[src/shared/ssee_map.vh]
`ifndef SSEE_MAP_VH
`define SSEE_MAP_VH
// ==========================================
// Timing
`define SSEE_CLK_MHZ      100
`define SSEE_TWC_MS       5
`define SSEE_TWC_CYCLES   (`SSEE_TWC_MS * 1000 * `SSEE_CLK_MHZ)
`define SSEE_TWC_W        20
// ==========================================
// Serial framing and buffering
`define SSEE_BYTE_BITS    8
`define SSEE_BIT_CNT_W    3
`define SSEE_LAST_BIT     3'h7
`define SSEE_FIFO_DEPTH   16
// ==========================================
// Pin positions in the synchroniser vector
`define SSEE_PIN_N        5
`define SSEE_PIN_CS       0
`define SSEE_PIN_SCK      1
`define SSEE_PIN_SI       2
`define SSEE_PIN_HOLD     3
`define SSEE_PIN_WP       4
// Idle pin levels: select high, clock low, data low, pause high, protect high
`define SSEE_PIN_RST      5'h19
`endif

[src/design/ssee_pin_ctrl.v]
`timescale 1ns/100ps
`default_nettype none
`include "ssee_map.vh"

// ==========================================
// Received-byte FIFO with a registered output stage
module ssee_fifo #(
  parameter WIDTH = 8,
  parameter DEPTH = `SSEE_FIFO_DEPTH,
  parameter AW    = 4
) (
  input  wire             clk_in,
  input  wire             arst_n_in,
  input  wire             in_valid_in,
  output wire             in_ready_out,
  input  wire [WIDTH-1:0] in_data_in,
  output wire             out_valid_out,
  input  wire             out_ready_in,
  output wire [WIDTH-1:0] out_data_out
);
  reg [WIDTH-1:0] mem [0:DEPTH-1];
  reg [AW-1:0]    wr_ptr_reg;
  reg [AW-1:0]    rd_ptr_reg;
  reg [AW:0]      count_reg;
  reg             out_valid_reg;
  reg [WIDTH-1:0] out_data_reg;
  wire            push;
  wire            pop;
  wire            full;
  wire            empty;

  // Honest full and empty from the entry count
  assign full          = (count_reg == DEPTH[AW:0]);
  assign empty         = (count_reg == {(AW+1){1'b0}});
  assign in_ready_out  = ~full;
  assign push          = in_valid_in & ~full;
  assign pop           = ~empty & (~out_valid_reg | out_ready_in);
  assign out_valid_out = out_valid_reg;
  assign out_data_out  = out_data_reg;

  // Storage array, write side
  always @(posedge clk_in) begin
    if (push) begin
      mem[wr_ptr_reg] <= in_data_in;
    end
  end

  // Pointers, count and output stage
  always @(posedge clk_in or negedge arst_n_in) begin
    if (!arst_n_in) begin
      wr_ptr_reg    <= {AW{1'b0}};
      rd_ptr_reg    <= {AW{1'b0}};
      count_reg     <= {(AW+1){1'b0}};
      out_valid_reg <= 1'b0;
      out_data_reg  <= {WIDTH{1'b0}};
    end else begin
      if (push) begin
        wr_ptr_reg <= wr_ptr_reg + 1'b1;
      end
      if (pop) begin
        rd_ptr_reg   <= rd_ptr_reg + 1'b1;
        out_data_reg <= mem[rd_ptr_reg];
      end
      if (push & ~pop) begin
        count_reg <= count_reg + 1'b1;
      end else if (pop & ~push) begin
        count_reg <= count_reg - 1'b1;
      end
      if (pop) begin
        out_valid_reg <= 1'b1;
      end else if (out_ready_in) begin
        out_valid_reg <= 1'b0;
      end
    end
  end
endmodule // ssee_fifo

// ==========================================
// Serial EEPROM pin control, device side
// What this block does
// - Select rising after a valid write sequence starts write cycle, 5 ms maximum.
// - Select low selects the device; select high deselects into standby.
// - A started write cycle completes; standby only after it ends.
// - Serial output released to high impedance whenever deselected.
// - No sequence accepted after power-up until select has been seen low.
// - Serial output changes only after a falling serial clock edge.
// - Serial input sampled at each rising serial clock edge.
// - Protect pin low with enable set refuses status writes only.
// - Protect pin low during a status-write sequence discards that write.
// - Protect pin falling during a running write cycle has no effect.
// - Enable cleared makes protect pin ignored; setting enable restores it.
// - Pause while selected suspends transfer, keeping sequence state for resume.
// - Pause lowered with clock high takes effect at next falling edge.
// - While paused, serial input and clock are ignored.
// - Pause raised with clock high resumes at next falling edge.
// - Output enable follows the pause pin directly, whatever the clock.
// - All bytes move most significant bit first.
module ssee_pin_ctrl #(
  parameter TWC_CYCLES = `SSEE_TWC_CYCLES,
  parameter TWC_W      = `SSEE_TWC_W,
  parameter FIFO_DEPTH = `SSEE_FIFO_DEPTH,
  parameter FIFO_AW    = 4
) (
  input  wire       ref_clk_in,
  input  wire       arst_n_in,
  input  wire       device_select_n_in,
  input  wire       serial_clk_in,
  input  wire       serial_data_in,
  input  wire       pause_n_in,
  input  wire       write_protect_n_in,
  output wire       serial_data_out,
  output wire       serial_data_oe_out,
  input  wire [7:0] tx_data_in,
  input  wire       read_mode_in,
  input  wire       write_seq_valid_in,
  input  wire       status_write_in,
  input  wire       protect_pin_enable_in,
  output wire [7:0] rx_data_out,
  output wire       rx_valid_out,
  input  wire       rx_ready_in,
  output wire       rx_overrun_out,
  output wire       tx_take_out,
  output wire       write_busy_out,
  output wire       write_start_out,
  output wire       write_done_out,
  output wire       status_refused_out,
  output wire       standby_out,
  output wire       selected_out,
  output wire       paused_out
);
  localparam [31:0]            TWC_M1   = TWC_CYCLES - 1;
  localparam [TWC_W-1:0]       TWC_LOAD = TWC_M1[TWC_W-1:0];
  localparam [`SSEE_PIN_N-1:0] PIN_RST  = `SSEE_PIN_RST;

  reg  [`SSEE_PIN_N-1:0]     sync1_reg;
  reg  [`SSEE_PIN_N-1:0]     sync2_reg;
  reg                        sck_d_reg;
  reg                        cs_d_reg;
  reg                        armed_reg;
  reg                        paused_reg;
  reg  [`SSEE_BIT_CNT_W-1:0] bit_cnt_reg;
  reg  [7:0]                 rx_shift_reg;
  reg                        got_byte_reg;
  reg                        pend_reg;
  reg  [7:0]                 pend_data_reg;
  reg                        overrun_reg;
  reg  [7:0]                 tx_shift_reg;
  reg                        so_reg;
  reg                        so_oe_reg;
  reg                        tx_take_reg;
  reg                        wp_low_seen_reg;
  reg                        busy_reg;
  reg  [TWC_W-1:0]           twc_cnt_reg;
  reg                        start_reg;
  reg                        done_reg;
  reg                        refused_reg;
  reg                        standby_reg;
  reg                        selected_reg;
  wire                       cs_n;
  wire                       sck;
  wire                       si;
  wire                       hold_n;
  wire                       wp_n;
  wire                       sck_rise;
  wire                       sck_fall;
  wire                       cs_rise;
  wire                       active;
  wire                       shift_ok;
  wire                       byte_done;
  wire                       fifo_ready;
  wire [7:0]                 rx_next;
  wire                       write_req;
  wire                       protect_hit;

  // ==========================================
  // Two-flop synchronisers for every pin
  genvar g;
  generate
    for (g = 0; g < `SSEE_PIN_N; g = g + 1) begin : g_sync
      always @(posedge ref_clk_in or negedge arst_n_in) begin
        if (!arst_n_in) begin
          sync1_reg[g] <= PIN_RST[g];
          sync2_reg[g] <= PIN_RST[g];
        end else begin
          sync1_reg[g] <= (g == `SSEE_PIN_CS)   ? device_select_n_in :
                          (g == `SSEE_PIN_SCK)  ? serial_clk_in :
                          (g == `SSEE_PIN_SI)   ? serial_data_in :
                          (g == `SSEE_PIN_HOLD) ? pause_n_in :
                                                  write_protect_n_in;
          sync2_reg[g] <= sync1_reg[g];
        end
      end
    end
  endgenerate

  assign cs_n   = sync2_reg[`SSEE_PIN_CS];
  assign sck    = sync2_reg[`SSEE_PIN_SCK];
  assign si     = sync2_reg[`SSEE_PIN_SI];
  assign hold_n = sync2_reg[`SSEE_PIN_HOLD];
  assign wp_n   = sync2_reg[`SSEE_PIN_WP];

  // ==========================================
  // Edge detection on synchronised levels
  always @(posedge ref_clk_in or negedge arst_n_in) begin
    if (!arst_n_in) begin
      sck_d_reg <= 1'b0;
      cs_d_reg  <= 1'b1;
    end else begin
      sck_d_reg <= sck;
      cs_d_reg  <= cs_n;
    end
  end

  assign sck_rise = sck & ~sck_d_reg;
  assign sck_fall = ~sck & sck_d_reg;
  assign cs_rise  = cs_n & ~cs_d_reg;
  assign active   = armed_reg & ~cs_n;
  assign shift_ok = active & ~paused_reg;
  assign byte_done = shift_ok & sck_rise & (bit_cnt_reg == `SSEE_LAST_BIT);
  assign rx_next  = {rx_shift_reg[6:0], si};

  // ==========================================
  // Power-up arming and pause state
  always @(posedge ref_clk_in or negedge arst_n_in) begin
    if (!arst_n_in) begin
      armed_reg  <= 1'b0;
      paused_reg <= 1'b0;
    end else begin
      if (~cs_n) begin
        armed_reg <= 1'b1;
      end
      if (~active) begin
        paused_reg <= 1'b0;
      end else if (~sck | sck_fall) begin
        paused_reg <= ~hold_n;
      end
    end
  end

  // ==========================================
  // Receive shifter; bit count kept across a pause
  always @(posedge ref_clk_in or negedge arst_n_in) begin
    if (!arst_n_in) begin
      bit_cnt_reg  <= {`SSEE_BIT_CNT_W{1'b0}};
      rx_shift_reg <= 8'h00;
      got_byte_reg <= 1'b0;
    end else if (~active) begin
      bit_cnt_reg  <= {`SSEE_BIT_CNT_W{1'b0}};
      if (~cs_n | cs_rise) begin
        got_byte_reg <= got_byte_reg;
      end else begin
        got_byte_reg <= 1'b0;
      end
    end else if (shift_ok & sck_rise) begin
      rx_shift_reg <= rx_next;
      bit_cnt_reg  <= bit_cnt_reg + 1'b1;
      if (bit_cnt_reg == `SSEE_LAST_BIT) begin
        got_byte_reg <= 1'b1;
      end
    end
  end

  // ==========================================
  // Completed byte held until the FIFO takes it
  always @(posedge ref_clk_in or negedge arst_n_in) begin
    if (!arst_n_in) begin
      pend_reg      <= 1'b0;
      pend_data_reg <= 8'h00;
      overrun_reg   <= 1'b0;
    end else begin
      overrun_reg <= 1'b0;
      if (byte_done) begin
        if (pend_reg & ~fifo_ready) begin
          overrun_reg <= 1'b1;                              // Byte lost, FIFO full
        end else begin
          pend_reg      <= 1'b1;
          pend_data_reg <= rx_next;
        end
      end else if (fifo_ready) begin
        pend_reg <= 1'b0;
      end
    end
  end

  ssee_fifo #(
    .WIDTH (8),
    .DEPTH (FIFO_DEPTH),
    .AW    (FIFO_AW)
  ) u_fifo (
    .clk_in        (ref_clk_in),
    .arst_n_in     (arst_n_in),
    .in_valid_in   (pend_reg),
    .in_ready_out  (fifo_ready),
    .in_data_in    (pend_data_reg),
    .out_valid_out (rx_valid_out),
    .out_ready_in  (rx_ready_in),
    .out_data_out  (rx_data_out)
  );

  // ==========================================
  // Transmit shifter, updated on falling clock only
  always @(posedge ref_clk_in or negedge arst_n_in) begin
    if (!arst_n_in) begin
      tx_shift_reg <= 8'h00;
      so_reg       <= 1'b0;
      tx_take_reg  <= 1'b0;
    end else begin
      tx_take_reg <= 1'b0;
      if (shift_ok & sck_fall) begin
        if (bit_cnt_reg == {`SSEE_BIT_CNT_W{1'b0}}) begin
          so_reg       <= tx_data_in[7];
          tx_shift_reg <= {tx_data_in[6:0], 1'b0};
          tx_take_reg  <= 1'b1;
        end else begin
          so_reg       <= tx_shift_reg[7];
          tx_shift_reg <= {tx_shift_reg[6:0], 1'b0};
        end
      end
    end
  end

  // Output enable tracks select and the pause pin level
  always @(posedge ref_clk_in or negedge arst_n_in) begin
    if (!arst_n_in) begin
      so_oe_reg <= 1'b0;
    end else begin
      so_oe_reg <= active & hold_n & read_mode_in;
    end
  end

  // ==========================================
  // Write protect tracking over one sequence
  assign write_req   = cs_rise & armed_reg & ~busy_reg & write_seq_valid_in &
                       got_byte_reg & (bit_cnt_reg == {`SSEE_BIT_CNT_W{1'b0}});
  assign protect_hit = status_write_in & protect_pin_enable_in &
                       (wp_low_seen_reg | ~wp_n);

  always @(posedge ref_clk_in or negedge arst_n_in) begin
    if (!arst_n_in) begin
      wp_low_seen_reg <= 1'b0;
    end else if (~active) begin
      wp_low_seen_reg <= 1'b0;
    end else if (~wp_n) begin
      wp_low_seen_reg <= 1'b1;
    end
  end

  // ==========================================
  // Self-timed write cycle; pins cannot cut it short
  always @(posedge ref_clk_in or negedge arst_n_in) begin
    if (!arst_n_in) begin
      busy_reg    <= 1'b0;
      twc_cnt_reg <= {TWC_W{1'b0}};
      start_reg   <= 1'b0;
      done_reg    <= 1'b0;
      refused_reg <= 1'b0;
    end else begin
      start_reg   <= 1'b0;
      done_reg    <= 1'b0;
      refused_reg <= 1'b0;
      if (busy_reg) begin
        if (twc_cnt_reg == {TWC_W{1'b0}}) begin
          busy_reg <= 1'b0;
          done_reg <= 1'b1;
        end else begin
          twc_cnt_reg <= twc_cnt_reg - 1'b1;
        end
      end else if (write_req) begin
        if (protect_hit) begin
          refused_reg <= 1'b1;
        end else begin
          busy_reg    <= 1'b1;
          start_reg   <= 1'b1;
          twc_cnt_reg <= TWC_LOAD;
        end
      end
    end
  end

  // ==========================================
  // Standby and selection status
  always @(posedge ref_clk_in or negedge arst_n_in) begin
    if (!arst_n_in) begin
      standby_reg  <= 1'b1;
      selected_reg <= 1'b0;
    end else begin
      standby_reg  <= cs_n & ~busy_reg;
      selected_reg <= active;
    end
  end

  assign serial_data_out    = so_reg;
  assign serial_data_oe_out = so_oe_reg;
  assign rx_overrun_out     = overrun_reg;
  assign tx_take_out        = tx_take_reg;
  assign write_busy_out     = busy_reg;
  assign write_start_out    = start_reg;
  assign write_done_out     = done_reg;
  assign status_refused_out = refused_reg;
  assign standby_out        = standby_reg;
  assign selected_out       = selected_reg;
  assign paused_out         = paused_reg;
endmodule // ssee_pin_ctrl
`default_nettype wire

[config.mk]
export PLATFORM = sky130hd
export DESIGN_NAME = ssee_pin_ctrl
export DESIGN_NICKNAME = d
export VERILOG_FILES = /design/src/design/ssee_pin_ctrl.v
export VERILOG_INCLUDE_DIRS = /design/src /design/src/shared
export SDC_FILE = /design/constraint.sdc
export NUM_CORES = 1
export LEC_CHECK = 0
export ABC_AREA = 1
export BUFFER_PORTS_ARGS = -buffer_cell sky130_fd_sc_hd__buf_2
export CAP_MARGIN = 10
export CORE_MARGIN = 1.5
export CORE_UTILIZATION = 60
export CTS_BUF_LIST = sky130_fd_sc_hd__clkbuf_4
export CTS_CLUSTER_DIAMETER = 120
export DETAILED_ROUTE_END_ITERATION = 7
export GPL_ROUTABILITY_DRIVEN = 0
export PLACE_DENSITY = 0.74
export SETUP_SLACK_MARGIN = 0.3
export SLEW_MARGIN = 20
export SYNTH_ARGS = -nofsm -noshare
export SYNTH_HDL_FRONTEND = slang
export SYNTH_HIERARCHICAL = 1
export SYNTH_SLANG_ARGS = --single-unit
[constraint.sdc]
create_clock -name ref_clk_in -period 2.6 [get_ports ref_clk_in]
set_input_delay 0 -clock ref_clk_in [delete_from_list [all_inputs] [get_ports ref_clk_in]]
set_output_delay 0 -clock ref_clk_in [all_outputs]
set_load 0.01 [all_outputs]
==> impl_metrics.csv <==
group,metric,value,unit
outcome,outcome,"finished, final reports clean",
clocking,clock_path_buffers,3,
worst_setup_path,worstSetupPathDepth,5,
sta,rsz0062_at_grt,"no",
layout,mostFrequentLayoutCells,"nand2_1, inv_1, nand3_1, edfxtp_1, clkbuf_4",
die,die_w,132,um
worst_setup_path,regToRegStartpoint,"u_fifo/count_reg[2]$_DFFE_PN0P_",
logic_synthesis,ys_seq_elements,222,
logic_synthesis,ys_seq_area_share,61.7,%
worst_setup_path,end_kind,"flop",
die,dieArea,17500,um^2
layout,largest_reg_flops,128,
die,coreArea,16500,um^2
worst_setup_path,crit_chain,"nor4_4, nand2_1, nand2_1, buf_4, nor3_1",
layout,drive_above_1_share,16.7,%
pwr,p_sw_share,32.7,%
global_route,grt_antenna_before_repair,1,
logic_synthesis,synth_cells,1058,
sta,period_needed,2.17,ns
pwr,powerDensity,812,nW/um^2
logic_synthesis,ys_types,38,
worst_setup_path,critPathSlowestCell,"nor3_1",
global_route,grt_max_degree,81,
sta,worst_slew_pin_slew,1.05,ns
worst_hold_path,hp-class,"input port to flop",
logic_synthesis,syn_area_per_cell,9.50,um^2
clocking,cts_max_level,2,
logic_synthesis,synthesis.area,10100,um^2
worst_setup_path,critPathArrivalTime,2.43,ns
layout,nNetsFinal,1199,
routing,antenna_left,0,
layout,mostFrequentLayoutCell,"nand2_1",
sta,max_freq,461,MHz
die,die_height,132,um
clocking,clk_pin_slew,0.06,ns
sta,fin_crit_sh,83.5,%
die,start_util,61.1,%
placement,port_buffers,39,
pwr,cellLeakagePower,5.52,nW
pwr,vdd_ir_drop_max,0.572,mV
job,maxCapViolCount,0,
clocking,clock_sinks,222,
sta,setup_slack,0.430,ns
pwr,p_int,6.31,mW
clocking,cts_root_buffer,"clkbuf_4",
clocking,cts_buffers,57,
worst_setup_path,rrSetupSlack,0.43,ns
worst_setup_path,required,2.86,ns
sta,fin_tns_setup,0,ns
routing,wl_per_cell,14.8,um
worst_setup_path,critPathLaunch,"u_fifo/count_reg[2]$_DFFE_PN0P_",
sta,finalSetupViolCount,0,
clocking,clk_latency,0.65,ns
worst_setup_path,path_delay_family,"simple AND/OR/NAND/NOR gates",
worst_setup_path,rr_worst_depth,5,
worst_setup_path,cp_num_buf_inv,1,
sta,fin_skew,0.0243,ns
routing,drcViolationCount,0,
clocking,tritoncts,"done",
logic_synthesis,syn_nets,1093,
logic_synthesis,yosys_warnings,6,
worst_setup_path,r2r-end,"u_fifo/mem[10][2]$_DFFE_PP_",
pwr,power_frac_seq,43.5,%
routing,routed_wl,21100,um
layout,fill_cells,1222,
worst_setup_path,cp-start-kind,"flop",
worst_setup_path,cpPeakStageDelay,0.82,ns
die,rows,47,
global_route,grt_first_pass_wirelength,34700,um
worst_setup_path,critical_path.endpoint,"u_fifo/mem[10][2]$_DFFE_PP_",
sta,hold_viol_final,0,
pwr,clockPowerShare,31.2,%
pwr,combPwrFrac,25.3,%
global_route,grt_use_total,25.1,%
sta,maxSlewHeadroom,29.4,%
global_route,first_global_vias,7268,
routing,vias,7361,
die,pin_count,40,
placement,hpwl,12500,um
pwr,switchingPower,3.07,mW
sta,final_max_slew_viol_count,0,
routing,routed_via_density,5.15,
routing,drtIter0Drc,604,
worst_setup_path,cp_common_cell,"nand2_1",
worst_setup_path,crit_type,"flop to flop",
worst_setup_path,crit_path_max_fanout,21,
placement,dp_slack,0.285,ns
layout,area_delta_synth_final,14.8,%
routing,drt_pass1_iterations,6,
global_route,overflow,0,
-- cell type report --
cell class / instances / area (um^2) / area share (%)
timing repair buffer: 85 / 623 / 5.40
inverter: 163 / 619 / 5.37
antenna: 1 / 2.50 / 0.0217
clock buffer: 92 / 691 / 5.98
sequential: 222 / 6210 / 53.8
clock inverter: 11 / 43.8 / 0.379
multi-input combinational: 635 / 3080 / 26.7
tap: 220 / 275 / 2.38
-- per-layer routing --
metal	part of all wire, %	track usage (%)	vias up
met5	0	0	-
met4	2.2	10.4	0
met3	6.0	5.17	41
met2	49	42.9	249
met1	43	31.5	3434
li1	-	-	3637
-- worst reg2reg max path: stages, from the launching register on --
cell	delay [ns]
dfrtp_1	0.49
nor4_4	0.07
nand2_1	0.12
nand2_1	0.09
buf_4	0.22
nor3_1	0.82
-- worst min-delay path by stage --
stage / from / endpoint / slack [ns] / cells past startpoint
2_1_floorplan: arst_n_in / armed_reg$_DFFE_PN0N_ / -0.30 / 0
3_3_place_gp: arst_n_in / u_fifo/rd_ptr_reg[2]$_DFFE_PN0P_ / -0.12 / 1
3_5_place_dp: arst_n_in / u_fifo/rd_ptr_reg[2]$_DFFE_PN0P_ / -0.12 / 1
4_1_cts: tx_data_in[0] / tx_shift_reg[1]$_DFFE_PN0P_ / 0.08 / 3
5_1_grt: tx_data_in[0] / tx_shift_reg[1]$_DFFE_PN0P_ / 0.14 / 3
6_report: tx_data_in[0] / tx_shift_reg[1]$_DFFE_PN0P_ / 0.15 / 3
-- through the flow --
step | utilization [%] | instance area, um^2 | hold WS (ns) | cells | total power, mW
finish | 70.1 | 11500 | 0.148 | 1429 | 9.38
CTS | 69.5 | 11400 | 0.0813 | 1426 | 9.36
detailed placement | 63.4 | 10400 | -0.122 | 1296 | 6.36
floorplan | - | 10100 | -0.296 | 1058 | 5.78
global route | 70.1 | 11500 | 0.136 | 1429 | 9.96
global placement | 63.4 | 10400 | -0.123 | 1296 | 6.32
-- power by group through the flow --
| stage | logic [mW] | registers [mW] | clock network (mW) |
|---|---|---|---|
| 2_1_floorplan | 1.65 | 4.13 | 0 |
| 3_3_place_gp | 2.20 | 4.11 | 0 |
| 3_5_place_dp | 2.24 | 4.12 | 0 |
| 4_1_cts | 2.29 | 4.05 | 3.02 |
| 5_1_grt | 2.66 | 4.10 | 3.20 |
| 6_report | 2.37 | 4.08 | 2.93 |
-- synth_stat cells (all sizes together) --
| cell | instances | area, um^2 |
|---|---|---|
| xnor2 | 3 | 26.3 |
| edfxtp | 128 | 3840 |
| nand2 | 333 | 1280 |
| xor2 | 8 | 70.1 |
| nand3 | 133 | 671 |
| dfstp | 8 | 210 |
| nor3 | 16 | 80.1 |
| a31oi | 5 | 31.3 |
| a21oi | 4 | 20.0 |
| nor2 | 57 | 257 |
| clkinv | 1 | 3.75 |
| a21o | 5 | 37.5 |
| inv | 162 | 613 |
| nor4 | 1 | 12.5 |
| nand4 | 4 | 25.0 |
| a22o | 1 | 8.76 |
| clkbuf | 5 | 18.8 |
| ha | 14 | 175 |
| o21ai | 46 | 256 |
| o211ai | 2 | 15.0 |
| dfrtp | 86 | 2150 |
| a21boi | 1 | 7.51 |
| or2 | 1 | 6.26 |
| fa | 1 | 20.0 |
| buf | 33 | 215 |
-- what timing repair did --
action                                  in CTS  in global routing
pin swaps                                    2                  3
buffers inserted                             0                  2
gates cloned                                 0                  0
gates resized for setup                      1                 11
endpoints found under the setup margin       2                  3
hold buffers                                27                  0
endpoints found under the hold margin      124                  0
-- cell families (layout without fill, tap and decap cells) --
group | after synthesis | after routing | share of synthesized area [%]
buffers and inverters | 201 | 351 | 8.46
other | 0 | 1 | 0
flip-flops | 222 | 222 | 61.7
adder cells (fa/ha/maj) | 15 | 15 | 1.94
AND/OR/NAND/NOR | 545 | 545 | 23.2
XOR/XNOR | 11 | 11 | 0.958
AO/OA/AOI/OAI | 64 | 64 | 3.75
No activity file was read; power rests on OpenSTA's default activity.
